===== config.mk =====
export PLATFORM = sky130hd
export DESIGN_NAME = ptc_top
export DESIGN_NICKNAME = d
export VERILOG_FILES = /design/src/inc/ptc_pkg.sv /design/src/core/ptc_top.sv /design/src/core/ptc_lane_fill.sv
export SDC_FILE = /design/constraint.sdc
export NUM_CORES = 1
export LEC_CHECK = 0
export BUFFER_PORTS_ARGS = -buffer_cell sky130_fd_sc_hd__buf_2
export CELL_PAD_IN_SITES_DETAIL_PLACEMENT = 1
export CELL_PAD_IN_SITES_GLOBAL_PLACEMENT = 1
export CORE_AREA = 2 2 247 249
export DETAILED_ROUTE_END_ITERATION = 10
export DIE_AREA = 0 0 249 251
export PLACE_DENSITY_LB_ADDON = 0.1
export SLEW_MARGIN = 0
export SYNTH_ARGS = -nofsm -noshare
export SYNTH_HDL_FRONTEND = slang
export SYNTH_SLANG_ARGS = --single-unit

===== constraint.sdc =====
create_clock -name aclk -period 6.5 [get_ports aclk]
set_clock_uncertainty 0.1 [all_clocks]
set_input_delay 0.325 -clock aclk [delete_from_list [all_inputs] [get_ports aclk]]
set_output_delay 0.325 -clock aclk [all_outputs]
set_load 0.01 [all_outputs]

===== src/inc/ptc_pkg.sv =====
// Package of constants for the receive and transmit timestamp capture block.
package ptc_pkg;
    // ========================================================================
    // Geometry of the lanes, the time words and the tag queue.
    // ========================================================================
    localparam int LANES = 20;
    localparam int LANE_W = 5;
    localparam int FILL_W = 7;
    localparam int TIME_W = 80;
    localparam int SEG_N = 4;
    localparam int TAG_DEPTH = 16;
    localparam int TAG_CNT_W = 5;
    localparam logic [LANE_W-1:0] LANE_LAST = 5'h13;
    localparam logic [FILL_W-1:0] FILL_MAX = 7'h7f;
    localparam logic [TAG_CNT_W-1:0] TAG_FULL = 5'h10;

    // ========================================================================
    // Register byte offsets.
    // ========================================================================
    localparam logic [7:0] OFS_CTRL = 8'h00;
    localparam logic [7:0] OFS_STATUS = 8'h04;
    localparam logic [7:0] OFS_TS0 = 8'h08;
    localparam logic [7:0] OFS_TS1 = 8'h0c;
    localparam logic [7:0] OFS_TS2 = 8'h10;
    localparam logic [7:0] OFS_STEP = 8'h14;
    localparam logic [7:0] OFS_FILL0 = 8'h20;
    localparam logic [7:0] OFS_FILL4 = 8'h30;

    // ========================================================================
    // Field positions and reset values.
    // ========================================================================
    localparam int CTRL_SKEW_BIT = 0;
    localparam int STAT_WRF_BIT = 0;
    localparam int STAT_RDF_BIT = 1;
    localparam int STAT_LANE_POS = 8;
    localparam int STAT_CNT_POS = 16;
    localparam int NS_W = 32;
    localparam logic RST_SKEW = 1'b0;
    localparam logic [7:0] RST_STEP = 8'h00;

    // ========================================================================
    // Bus response codes.
    // ========================================================================
    localparam logic [1:0] RESP_OKAY = 2'h0;
    localparam logic [1:0] RESP_SLVERR = 2'h2;
endpackage


===== src/core/ptc_top.sv =====
// Timestamp capture block with a register slave.
// Operation
// Skew control adjusts one-step transmit timestamps by lane.
// Tag write failure sets sticky write fault.
// Tag read failure sets sticky read fault.
// Ordinary mode time: 48-bit seconds, 32-bit nanoseconds.
// Transparent mode: sign, nanoseconds, fraction fields.
// Time input arrives on the lane 0 clock.
// Timestamp valid with client start of packet.
// Timestamp layout equals time input layout.
// Five-bit lane index valid with start.
// Report seven-bit fill level per lane.
// Outside logic may compensate skew using fills.
// Lane index ranges zero to nineteen only.
`timescale 1ns/10ps
module ptc_top (
    input wire logic aclk,
    input wire logic aresetn,
    input wire logic [7:0] s_axi_awaddr,
    input wire logic s_axi_awvalid,
    output logic s_axi_awready,
    input wire logic [31:0] s_axi_wdata,
    input wire logic [3:0] s_axi_wstrb,
    input wire logic s_axi_wvalid,
    output logic s_axi_wready,
    output logic [1:0] s_axi_bresp,
    output logic s_axi_bvalid,
    input wire logic s_axi_bready,
    input wire logic [7:0] s_axi_araddr,
    input wire logic s_axi_arvalid,
    output logic s_axi_arready,
    output logic [31:0] s_axi_rdata,
    output logic [1:0] s_axi_rresp,
    output logic s_axi_rvalid,
    input wire logic s_axi_rready,
    input wire logic [ptc_pkg::TIME_W-1:0] rx_sys_time,
    input wire logic [ptc_pkg::SEG_N-1:0] rx_sop_in,
    input wire logic [ptc_pkg::LANE_W-1:0] rx_sop_lane_in,
    output logic [ptc_pkg::SEG_N-1:0] rx_sop_out,
    output logic [ptc_pkg::TIME_W-1:0] rx_ts_out,
    output logic [ptc_pkg::LANE_W-1:0] rx_lane_out,
    input wire logic [ptc_pkg::LANES-1:0] lane_push,
    input wire logic [ptc_pkg::LANES-1:0] lane_pop,
    output logic [ptc_pkg::LANES*ptc_pkg::FILL_W-1:0] lane_fill_out,
    input wire logic tx_sop_in,
    input wire logic tx_one_step,
    input wire logic [ptc_pkg::LANE_W-1:0] tx_sop_lane_in,
    input wire logic [ptc_pkg::TIME_W-1:0] tx_ts_in,
    output logic tx_ts_valid_out,
    output logic [ptc_pkg::TIME_W-1:0] tx_ts_out,
    input wire logic tx_path_reset,
    input wire logic tag_push,
    input wire logic tag_pop,
    output logic tag_wr_fault,
    output logic tag_rd_fault
);
    typedef struct packed {
        logic aw_got;
        logic w_got;
        logic [7:0] awaddr;
        logic [31:0] wdata;
        logic [3:0] wstrb;
        logic bvalid;
        logic [1:0] bresp;
        logic rvalid;
        logic [31:0] rdata;
        logic [1:0] rresp;
        logic skew_en;
        logic [7:0] step;
        logic [ptc_pkg::SEG_N-1:0] rx_sop;
        logic [ptc_pkg::TIME_W-1:0] rx_ts;
        logic [ptc_pkg::LANE_W-1:0] rx_lane;
        logic tx_v;
        logic [ptc_pkg::TIME_W-1:0] tx_ts;
        logic [ptc_pkg::TAG_CNT_W-1:0] tag_cnt;
        logic wr_fault;
        logic rd_fault;
    } ptc_state_s;

    ptc_state_s st;
    ptc_state_s next_st;
    logic [ptc_pkg::LANES*ptc_pkg::FILL_W-1:0] fill;

    // True for lanes zero to nineteen.
    function automatic logic lane_ok(input logic [ptc_pkg::LANE_W-1:0] lane);
        lane_ok = (lane <= ptc_pkg::LANE_LAST);
    endfunction

    // Applies byte strobes.
    function automatic logic [31:0] merge(input logic [31:0] old, input logic [31:0] nw, input logic [3:0] strb);
        logic [31:0] r;
        r = old;
        for (int b = 0; b < 4; b++) begin
            if (strb[b]) begin
                r[b*8 +: 8] = nw[b*8 +: 8];
            end
        end
        merge = r;
    endfunction

    // ========================================================================
    // Lane fill counters.
    // ========================================================================
    ptc_lane_fill ptc_lane_fill_inst (
        .aclk(aclk),
        .aresetn(aresetn),
        .lane_push(lane_push),
        .lane_pop(lane_pop),
        .lane_fill(fill)
    );

    // ========================================================================
    // Next-state logic.
    // ========================================================================
    // Next state of every part.
    always_comb begin
        logic [31:0] cur;
        logic [31:0] adj;
        logic wr_err;
        logic rd_err;
        logic [4:0] fidx;
        cur = '0;
        adj = '0;
        wr_err = 1'b0;
        rd_err = 1'b0;
        fidx = '0;
        next_st = st;
        // Address and data in either order; response after both.
        if (s_axi_awvalid && s_axi_awready) begin
            next_st.aw_got = 1'b1;
            next_st.awaddr = s_axi_awaddr;
        end
        if (s_axi_wvalid && s_axi_wready) begin
            next_st.w_got = 1'b1;
            next_st.wdata = s_axi_wdata;
            next_st.wstrb = s_axi_wstrb;
        end
        if (st.aw_got && st.w_got && !st.bvalid) begin
            next_st.aw_got = 1'b0;
            next_st.w_got = 1'b0;
            next_st.bvalid = 1'b1;
            next_st.bresp = ptc_pkg::RESP_OKAY;
            unique case (st.awaddr)
                ptc_pkg::OFS_CTRL: begin
                    cur = merge({31'h0, st.skew_en}, st.wdata, st.wstrb);
                    next_st.skew_en = cur[ptc_pkg::CTRL_SKEW_BIT];
                end
                ptc_pkg::OFS_STEP: begin
                    cur = merge({24'h0, st.step}, st.wdata, st.wstrb);
                    next_st.step = cur[7:0];
                end
                ptc_pkg::OFS_STATUS, ptc_pkg::OFS_TS0, ptc_pkg::OFS_TS1, ptc_pkg::OFS_TS2: begin
                    next_st.bresp = ptc_pkg::RESP_OKAY;
                end
                default: begin
                    next_st.bresp = ptc_pkg::RESP_SLVERR;
                end
            endcase
        end
        if (st.bvalid && s_axi_bready) begin
            next_st.bvalid = 1'b0;
        end
        // Reads answer one cycle after the address is taken.
        if (s_axi_arvalid && s_axi_arready) begin
            next_st.rvalid = 1'b1;
            next_st.rresp = ptc_pkg::RESP_OKAY;
            next_st.rdata = '0;
            if (s_axi_araddr == ptc_pkg::OFS_CTRL) begin
                next_st.rdata[ptc_pkg::CTRL_SKEW_BIT] = st.skew_en;
            end else if (s_axi_araddr == ptc_pkg::OFS_STATUS) begin
                next_st.rdata[ptc_pkg::STAT_WRF_BIT] = st.wr_fault;
                next_st.rdata[ptc_pkg::STAT_RDF_BIT] = st.rd_fault;
                next_st.rdata[ptc_pkg::STAT_LANE_POS +: ptc_pkg::LANE_W] = st.rx_lane;
                next_st.rdata[ptc_pkg::STAT_CNT_POS +: ptc_pkg::TAG_CNT_W] = st.tag_cnt;
            end else if (s_axi_araddr == ptc_pkg::OFS_TS0) begin
                next_st.rdata = st.rx_ts[31:0];
            end else if (s_axi_araddr == ptc_pkg::OFS_TS1) begin
                next_st.rdata = st.rx_ts[63:32];
            end else if (s_axi_araddr == ptc_pkg::OFS_TS2) begin
                next_st.rdata = {16'h0, st.rx_ts[79:64]};
            end else if (s_axi_araddr == ptc_pkg::OFS_STEP) begin
                next_st.rdata = {24'h0, st.step};
            end else if (s_axi_araddr >= ptc_pkg::OFS_FILL0 && s_axi_araddr <= ptc_pkg::OFS_FILL4
                         && s_axi_araddr[1:0] == 2'h0) begin
                // Four lanes per word, lowest lane in the low byte.
                fidx = 5'(((s_axi_araddr - ptc_pkg::OFS_FILL0) >> 2) * 8'h04);
                for (int k = 0; k < 4; k++) begin
                    next_st.rdata[k*8 +: ptc_pkg::FILL_W] = fill[(int'(fidx) + k)*ptc_pkg::FILL_W +: ptc_pkg::FILL_W];
                end
            end else begin
                next_st.rresp = ptc_pkg::RESP_SLVERR;
            end
        end else if (st.rvalid && s_axi_rready) begin
            next_st.rvalid = 1'b0;
        end
        // Time sampled at the capture plane, start passed on.
        next_st.rx_sop = rx_sop_in;
        if (|rx_sop_in) begin
            next_st.rx_ts = rx_sys_time;
            if (lane_ok(rx_sop_lane_in)) begin
                next_st.rx_lane = rx_sop_lane_in;
            end
        end
        // One-step stamps gain lane times step in the low word.
        if (st.skew_en && tx_one_step && lane_ok(tx_sop_lane_in)) begin
            adj = 32'(tx_sop_lane_in) * 32'(st.step);
        end
        next_st.tx_v = tx_sop_in;
        if (tx_sop_in) begin
            next_st.tx_ts = {tx_ts_in[79:ptc_pkg::NS_W], tx_ts_in[ptc_pkg::NS_W-1:0] + adj};
        end
        // Tag count and sticky faults; a new fault beats the reset.
        wr_err = tag_push && (st.tag_cnt == ptc_pkg::TAG_FULL) && !tag_pop;
        rd_err = tag_pop && (st.tag_cnt == 5'h00);
        if (tx_path_reset) begin
            next_st.tag_cnt = '0;
        end else if (tag_push && !wr_err && !(tag_pop && !rd_err)) begin
            next_st.tag_cnt = st.tag_cnt + 5'h01;
        end else if (tag_pop && !rd_err && !tag_push) begin
            next_st.tag_cnt = st.tag_cnt - 5'h01;
        end
        next_st.wr_fault = (st.wr_fault && !tx_path_reset) || wr_err;
        next_st.rd_fault = (st.rd_fault && !tx_path_reset) || rd_err;
    end

    // Registers the whole state.
    always_ff @(posedge aclk) begin
        if (!aresetn) begin
            st <= '0;
            st.skew_en <= ptc_pkg::RST_SKEW;
            st.step <= ptc_pkg::RST_STEP;
        end else begin
            st <= next_st;
        end
    end

    // ========================================================================
    // Outputs.
    // ========================================================================
    assign s_axi_awready = !st.aw_got && !st.bvalid;
    assign s_axi_wready = !st.w_got && !st.bvalid;
    assign s_axi_bvalid = st.bvalid;
    assign s_axi_bresp = st.bresp;
    assign s_axi_arready = !st.rvalid;
    assign s_axi_rvalid = st.rvalid;
    assign s_axi_rdata = st.rdata;
    assign s_axi_rresp = st.rresp;
    assign rx_sop_out = st.rx_sop;
    assign rx_ts_out = st.rx_ts;
    assign rx_lane_out = st.rx_lane;
    assign lane_fill_out = fill;
    assign tx_ts_valid_out = st.tx_v;
    assign tx_ts_out = st.tx_ts;
    assign tag_wr_fault = st.wr_fault;
    assign tag_rd_fault = st.rd_fault;
endmodule


===== src/core/ptc_lane_fill.sv =====
// Per-lane deskew buffer fill level counters.
`timescale 1ns/10ps
module ptc_lane_fill (
    input wire logic aclk,
    input wire logic aresetn,
    input wire logic [ptc_pkg::LANES-1:0] lane_push,
    input wire logic [ptc_pkg::LANES-1:0] lane_pop,
    output logic [ptc_pkg::LANES*ptc_pkg::FILL_W-1:0] lane_fill
);
    typedef struct packed {
        logic [ptc_pkg::LANES-1:0][ptc_pkg::FILL_W-1:0] lvl;
    } ptc_fill_s;

    ptc_fill_s st;
    ptc_fill_s next_st;

    // ========================================================================
    // Counting.
    // ========================================================================
    // Each lane counts words held in its buffer, saturating at both ends.
    always_comb begin
        next_st = st;
        for (int i = 0; i < ptc_pkg::LANES; i++) begin
            if (lane_push[i] && !lane_pop[i] && st.lvl[i] != ptc_pkg::FILL_MAX) begin
                next_st.lvl[i] = st.lvl[i] + 7'h01;
            end else if (lane_pop[i] && !lane_push[i] && st.lvl[i] != 7'h00) begin
                next_st.lvl[i] = st.lvl[i] - 7'h01;
            end
        end
    end

    // Registers the state.
    always_ff @(posedge aclk) begin
        if (!aresetn) begin
            st <= '0;
        end else begin
            st <= next_st;
        end
    end

    assign lane_fill = st.lvl;
endmodule


==> flow_summary.toml, run 1 <==
[logic_synthesis]
netlist_instances = 2810
synth-edff-count = 0
synth-seq-cells = 381
synthFlopType = "dfxtp_1"
synth_seq_area_share_pct = 32.09
syn-cell-area_mm2 = 0.02377
ys_warn_count = 0
avgSynthCellArea_um2 = 8.457
async_flop_share_pct = 0
ys_types = 76

[critical_path]
critPathKind = "register to register"
critPathMaxStageDelay_ns = 0.54
crit_slowest_cell = "fa_1"
critPathCaptureType = "register"
cp_max_fo = 7
path_cells = "nand2_1, fa_1, fa_1, fa_1, inv_1, ha_1, nor2b_1, o31a_1, o31a_1, o21a_1, o21a_1, nor3_1, ha_1, nand3_1, nor2_1, a21oi_1, nand2_1, and4_1, nor4_1"
cp-start-kind = "register"
worstRegToRegCells = 19
timing.rr.end = "tx_ts_out[28]"
r2r-start = "st[178]"
crit_required_ns = 6.87
critPathArrivalTime_ns = 6.25
r2r_setup_slack_ns = 0.62
cpMostUsedCell = "fa_1"

[power_and_ir_drop]
switching_share_pct = 37.50
net-switching-power_mw = 3.602
p_int_mw = 6.004
p_leak_nw = 13.47
power_density_mw_per_mm2 = 329.8
pwr-share-comb_pct = 36.5
peakVddDrop_mv = 0.1943
clkPwrFrac_pct = 28.2
pwr-share-seq_pct = 35.3

[detailed_routing]
routed_wirelength_um = 90050
antenna_left = 0
drc = 0
initialDrtViolationCount = 996
vias = 22360
drtPass1Iterations = 6
vias_per_cell = 5.407
wl_per_cell_um = 21.77

[global_routing]
grt_pass1_vias = 23470
antenna_found_initial = 8
overflow = 0
grt_max_degree = 115
grt_usage_pct = 27.86
grt_pass1_wl_um = 136900

[run]
maxCapViolations = 0

[cells_and_area]
post-route-cell-area_mm2 = 0.02913
area_delta_synth_final_pct = 22.57
fill_cells = 7232
drive_above_1_share_pct = 22.38
fin_nets = 3772

[sta]
setup_viol = 0
hold_slack_ns = 0.01519
post-route-min-period_ns = 5.878
slew_headroom_pct = 12.66
rsz0062_at_grt = "no"
fmax_mhz = 170.1
worstMarginPinSlew_ns = 1.294
finalHoldViolCount = 0
drv_slew = 0
period_share_pct = 90.43
fin_tns_setup_ns = 0

[cts]
numCtsBuffers = 47
cts_htree_levels = 2
clk_latency_ns = 0.59
cts.path.max_buffers = 3
ctsHoldBuffers = 171
cts_tree = "yes"
numClockSinks = 381
clk_pin_slew_worst_paths_ns = 0.06
clockRootBuffer = "clkbuf_16"
postCtsSetupBuffers = 0
cts_resized = 0

[floorplanning]
die_h_um = 251
fp.dieW_um = 249
die_area_mm2 = 0.06250
rows = 90
initial_core_util_pct = 39.74
io_pins = 631
core_region_area_mm2 = 0.05979

[placement]
placement.io_buffers = 601
hpwl_um = 66230
placement.cell_area_mm2 = 0.02582
gp_congestion = 0.8716

[min_path]
hp-start = "tx_ts_in[18]"
hold_depth = 3
hold_end = "tx_ts_out[18]"
hold_class = "input pin to register"

[run_status]
status = "completed"
==> cell usage in the layout (no fill, tap or decap), drive strengths merged, types with 106 or more instances in the layout <==
master / instances
a21oi: 245
buf: 615
dfxtp: 381
dlygate4sd3: 171
ha: 137
mux2i: 155
nand2: 365
nor2: 272
o21ai: 115
xnor2: 106
==> flip-flops by register name, summed over array words and instances (netlist names), 4 cells and up <==
name	flops
tx_ts_out	80
rx_sop_out	4
s_axi_rdata	32
ptc_lane_fill_inst.lane_fill	140
rx_lane_out	5
st	33
rx_ts_out	80
==> metrics by stage <==
stage                     utilization [%]  std cells  setup WS (ns)  power (mW)
after CTS                           48.70       4133         0.5938       9.693
after global placement              43.19       3879         0.7396       6.674
after global routing                48.71       4134         0.2741       10.21
after detailed placement            43.19       3879         0.5470       6.847
final                               48.72       4136         0.6223       9.606
after floorplan                         -       2811          1.375       5.652
==> synth_stat cells, types with 13 or more instances <==
cell      number  area share (%)
or2_1         16            0.42
a31oi_1       13            0.34
inv_1         84             1.3
or4_1         21            0.66
and2_1        36            0.95
mux4_2        16             1.5
nand4_1       24            0.63
xor2_1        44             1.6
o22ai_1       26            0.68
o21ai_0      110             2.3
nor4_1        26            0.68
clkbuf_1      80             1.3
fa_1          40             3.4
buf_4        212             6.7
nor2_1       270             4.3
xnor2_1      106             3.9
a22oi_1       17            0.54
a211oi_1      33             1.0
o21bai_1      21            0.66
nand3_1       34            0.72
buf_2         28            0.59
a21oi_1      244             5.1
a21o_1        51             1.6
mux2_2        14            0.66
nor3b_1       41             1.3
nor3_1        20            0.42
nand2_1      365             5.8
ha_1         137             7.2
dfxtp_1      381              32
mux2i_1      155             6.5
==> per-layer routing <==
layer	global-route usage [%]	part of all wire [%]
met1	32.87	41
met2	50.29	51
met3	5.250	5.0
met4	9.991	3.6
met5	0	0.049
==> power groups by stage <==
stage	combinational, mW	clock (mW)	sequential, mW
floorplan	2.34	0	3.31
global placement	3.27	0	3.41
detailed placement	3.41	0	3.43
CTS	3.53	2.78	3.39
global route	3.88	2.87	3.46
finish	3.51	2.71	3.39
==> cell type report <==
class,instances,area (µm²),area share [%]
Multi-Input combinational cell,2016,13770,47.27
Inverter,85,326.6,1.121
Timing Repair Buffer,786,4832,16.59
Antenna cell,3,7.507,0.02577
Clock inverter,11,175.2,0.6013
Tap cell,782,978.4,3.359
Sequential cell,381,7627,26.18
Clock buffer,72,1411,4.845
==> critical path: cells and delay by family (launching register included) <==
| kind | cells | cell delay, ns |
|---|---|---|
| DFF | 1 | 0.43 |
| and+or+nand+nor | 8 | 1.49 |
| adders and majority gates | 5 | 2.25 |
| AOI/OAI and AO/OA | 5 | 1.43 |
| buffers and inverters | 1 | 0.05 |
==> cell families (layout without fill, tap and decap cells) <==
group | after synthesis | in the layout | share of synthesized area [%]
AOI/OAI and AO/OA | 591 | 591 | 15.27
xor gates and xnor gates | 150 | 150 | 5.528
adders and majority gates | 177 | 177 | 10.58
buffers and inverters | 414 | 954 | 10.04
DFF | 381 | 381 | 32.09
muxes | 185 | 185 | 8.708
other | 1 | 5 | 0.01578
and+or+nand+nor | 911 | 911 | 17.76
==> worst max path at each step <==
stage / slack (ns) / cells after the start / start / to
final: 0.62 / 19 / st[178] / tx_ts_out[28]
after global routing: 0.27 / 19 / st[177] / tx_ts_out[28]
after CTS: 0.59 / 19 / st[177] / tx_ts_out[28]
after detailed placement: 0.55 / 20 / tx_sop_lane_in[4] / tx_ts_out[28]
after global placement: 0.74 / 21 / tx_sop_lane_in[4] / tx_ts_out[16]
after floorplan: 1.37 / 19 / st[177] / tx_ts_out[16]
Note: power is estimated with default switching activity, not from simulation.
==> run 2: changes to the inputs <==
Settings changed: BUFFER_PORTS_ARGS -buffer_cell sky130_fd_sc_hd__buf_2 to not set, DONT_BUFFER_PORTS set to 1.
==> run 2 against run 1 <==
  * The flow now finishes with violations (hold timing)
  * Cell count decreased by 14%
  * Core utilization decreased by 4.2 points
  * Power fell by 2.7%
  * Sequential share of layout area grew 2.5 points
  * Register-to-register slack got worse by 0.29 ns
==> flow_summary.toml, run 2 (synthesis gave the netlist of run 1 again) <==
[placement]
place_inst = 3273
gp_congestion = 0.8506
placement.io_buffers = 0
hpwl_um = 62160

[floorplanning]
initial_core_util_pct = 39.74
die_h_um = 251
core_region_area_mm2 = 0.05979
io_pins = 631
fp.dieW_um = 249
rows = 90
die_area_mm2 = 0.06250

[sta]
period_share_pct = 94.88
fmax_mhz = 162.1
finalHoldViolCount = 1
worstMarginPinSlew_ns = 1.191
slew_headroom_pct = 20.53
rsz0062_at_grt = "no"
fin_tns_setup_ns = 0
post-route-min-period_ns = 6.167
drv_slew = 0
hold_slack_ns = -0.006755
setup_viol = 0

[cts]
cts_resized = 0
cts_tree = "yes"
cts.path.max_buffers = 3
clk_pin_slew_worst_paths_ns = 0.06
cts_htree_levels = 2
numCtsBuffers = 47
clk_latency_ns = 0.59
clockRootBuffer = "clkbuf_16"
numClockSinks = 381

[critical_path]
critPathKind = "register to register"
worstRegToRegCells = 20
critPathMaxStageDelay_ns = 0.59
cp-start-kind = "register"
r2r_setup_slack_ns = 0.33
cp_max_fo = 8
crit_required_ns = 6.88
cpLargestDelayFamily = "adder cells"
r2r-start = "st[177]"
cp_num_cells = 20
critPathArrivalTime_ns = 6.55
timing.rr.end = "tx_ts_out[25]"
cpMostUsedCell = "fa_1"
crit_slowest_cell = "dlygate4sd3_1"
critPathCaptureType = "register"
path_buf_inv = 2
path_cells = "nand2_1, fa_1, fa_1, fa_1, inv_1, ha_1, nor2b_1, o31a_1, o31a_1, o21a_1, o21a_1, nor3_1, ha_1, a21oi_1, o21ai_0, a211oi_4, nor3_1, xnor2_1, a21oi_1, dlygate4sd3_1"

[cells_and_area]
area_delta_synth_final_pct = 11.90
seq_area_mm2 = 0.007627
mostFrequentLayoutCells = "381 x dfxtp_1, 365 x nand2_1, 268 x nor2_1, 244 x a21oi_1, 208 x dlygate4sd3_1"
fill_cells = 6973
multiInputGateArea_mm2 = 0.01377
largest_reg_flops = 140
fin_nets = 3205
drive_above_1_share_pct = 5.595
layout.cells.non_filler = 3573
mostFrequentLayoutCell = "dfxtp_1"

[min_path]
hold_end = "rx_ts_out[25]"
hold_depth = 2
hp-start = "aresetn"
hold_class = "input pin to register"

[global_routing]
grt_pass1_wl_um = 131500
antenna_found_initial = 2
grt_usage_pct = 26.96
grt_max_degree = 206
grt_pass1_vias = 21150
overflow = 0

[run]
maxCapViolations = 0

[run_status]
status = "finished, violations left"
violations = "hold timing"

[detailed_routing]
routed_wirelength_um = 86480
vias_per_cell = 5.695
wl_per_cell_um = 24.20
drc = 0
vias = 20350
antenna_left = 0
drtPass1Iterations = 6
initialDrtViolationCount = 1039

[power_and_ir_drop]
peakVddDrop_mv = 0.2007
p_leak_nw = 10.94
power_density_mw_per_mm2 = 351.3
run 2: cell count changes in the layout (fill, tap and decap cells not counted), moves of 2 or more:
cell and change:
clkinv_4 +2, clkbuf_1 -6, buf_2 -598, bufinv_16 +2
clkbuf_8 +2, buf_4 -9, inv_6 +2, dlygate4sd3_1 +37
clkinv_2 +4, buf_16 +2
run 2: worst max path at each step:
| stage | startpoint | to |
|---|---|---|
| after floorplan | st[177] | tx_ts_out[16] |
| final | st[177] | tx_ts_out[25] |
| after global routing | st[179] | tx_ts_out[25] |
| after CTS | st[177] | tx_ts_out[25] |
| after detailed placement | st[177] | tx_ts_out[28] |
| after global placement | st[177] | tx_ts_out[16] |
run 2: timing repair:
action	CTS	global route
hold endpoints to repair	236	0
setup buffers	0	0
hold buffers	210	0
endpoints found under the setup margin	0	0
run 2: power breakdown:
part           internal (mW)  leakage, nW  switching [mW]
Combinational           1.38         6.97            1.42
Clock                   1.73        0.821            1.12
Sequential              2.71         3.14           0.975
run 2: per-stage QoR:
| step | hold WS (ns) | utilization [%] | setup slack, ns | total power [mW] | area (µm²) |
|---|---|---|---|---|---|
| floorplan | 0.3240 | - | 1.375 | 5.652 | 23770 |
| global placement | 0.3246 | 38.10 | 0.8245 | 6.251 | 22780 |
| detailed placement | 0.3332 | 38.10 | 0.7305 | 6.406 | 22780 |
| CTS | 0.0008396 | 44.46 | 0.3792 | 9.434 | 26590 |
| global route | 0.03229 | 44.47 | 0.04890 | 9.920 | 26590 |
| finish | -0.006755 | 44.47 | 0.3327 | 9.342 | 26590 |
run 2: per-layer routing:
layer,vias up,wire (µm),GRT usage [%]
met2,518,43130,47.77
met1,10180,35580,31.93
met4,0,3128,9.801
met5,-,0,0
li1,9472,-,-
met3,175,4645,5.974
run 2: area by class of cell:
cell class	count	share of cell area, %
antenna	3	0.02823
clock inverter	20	1.030
clock buffer	67	5.232
multi-input combinational	2016	51.78
sequential	381	28.68
inverter	85	1.228
tap	782	3.679
timing repair buffer	219	8.337
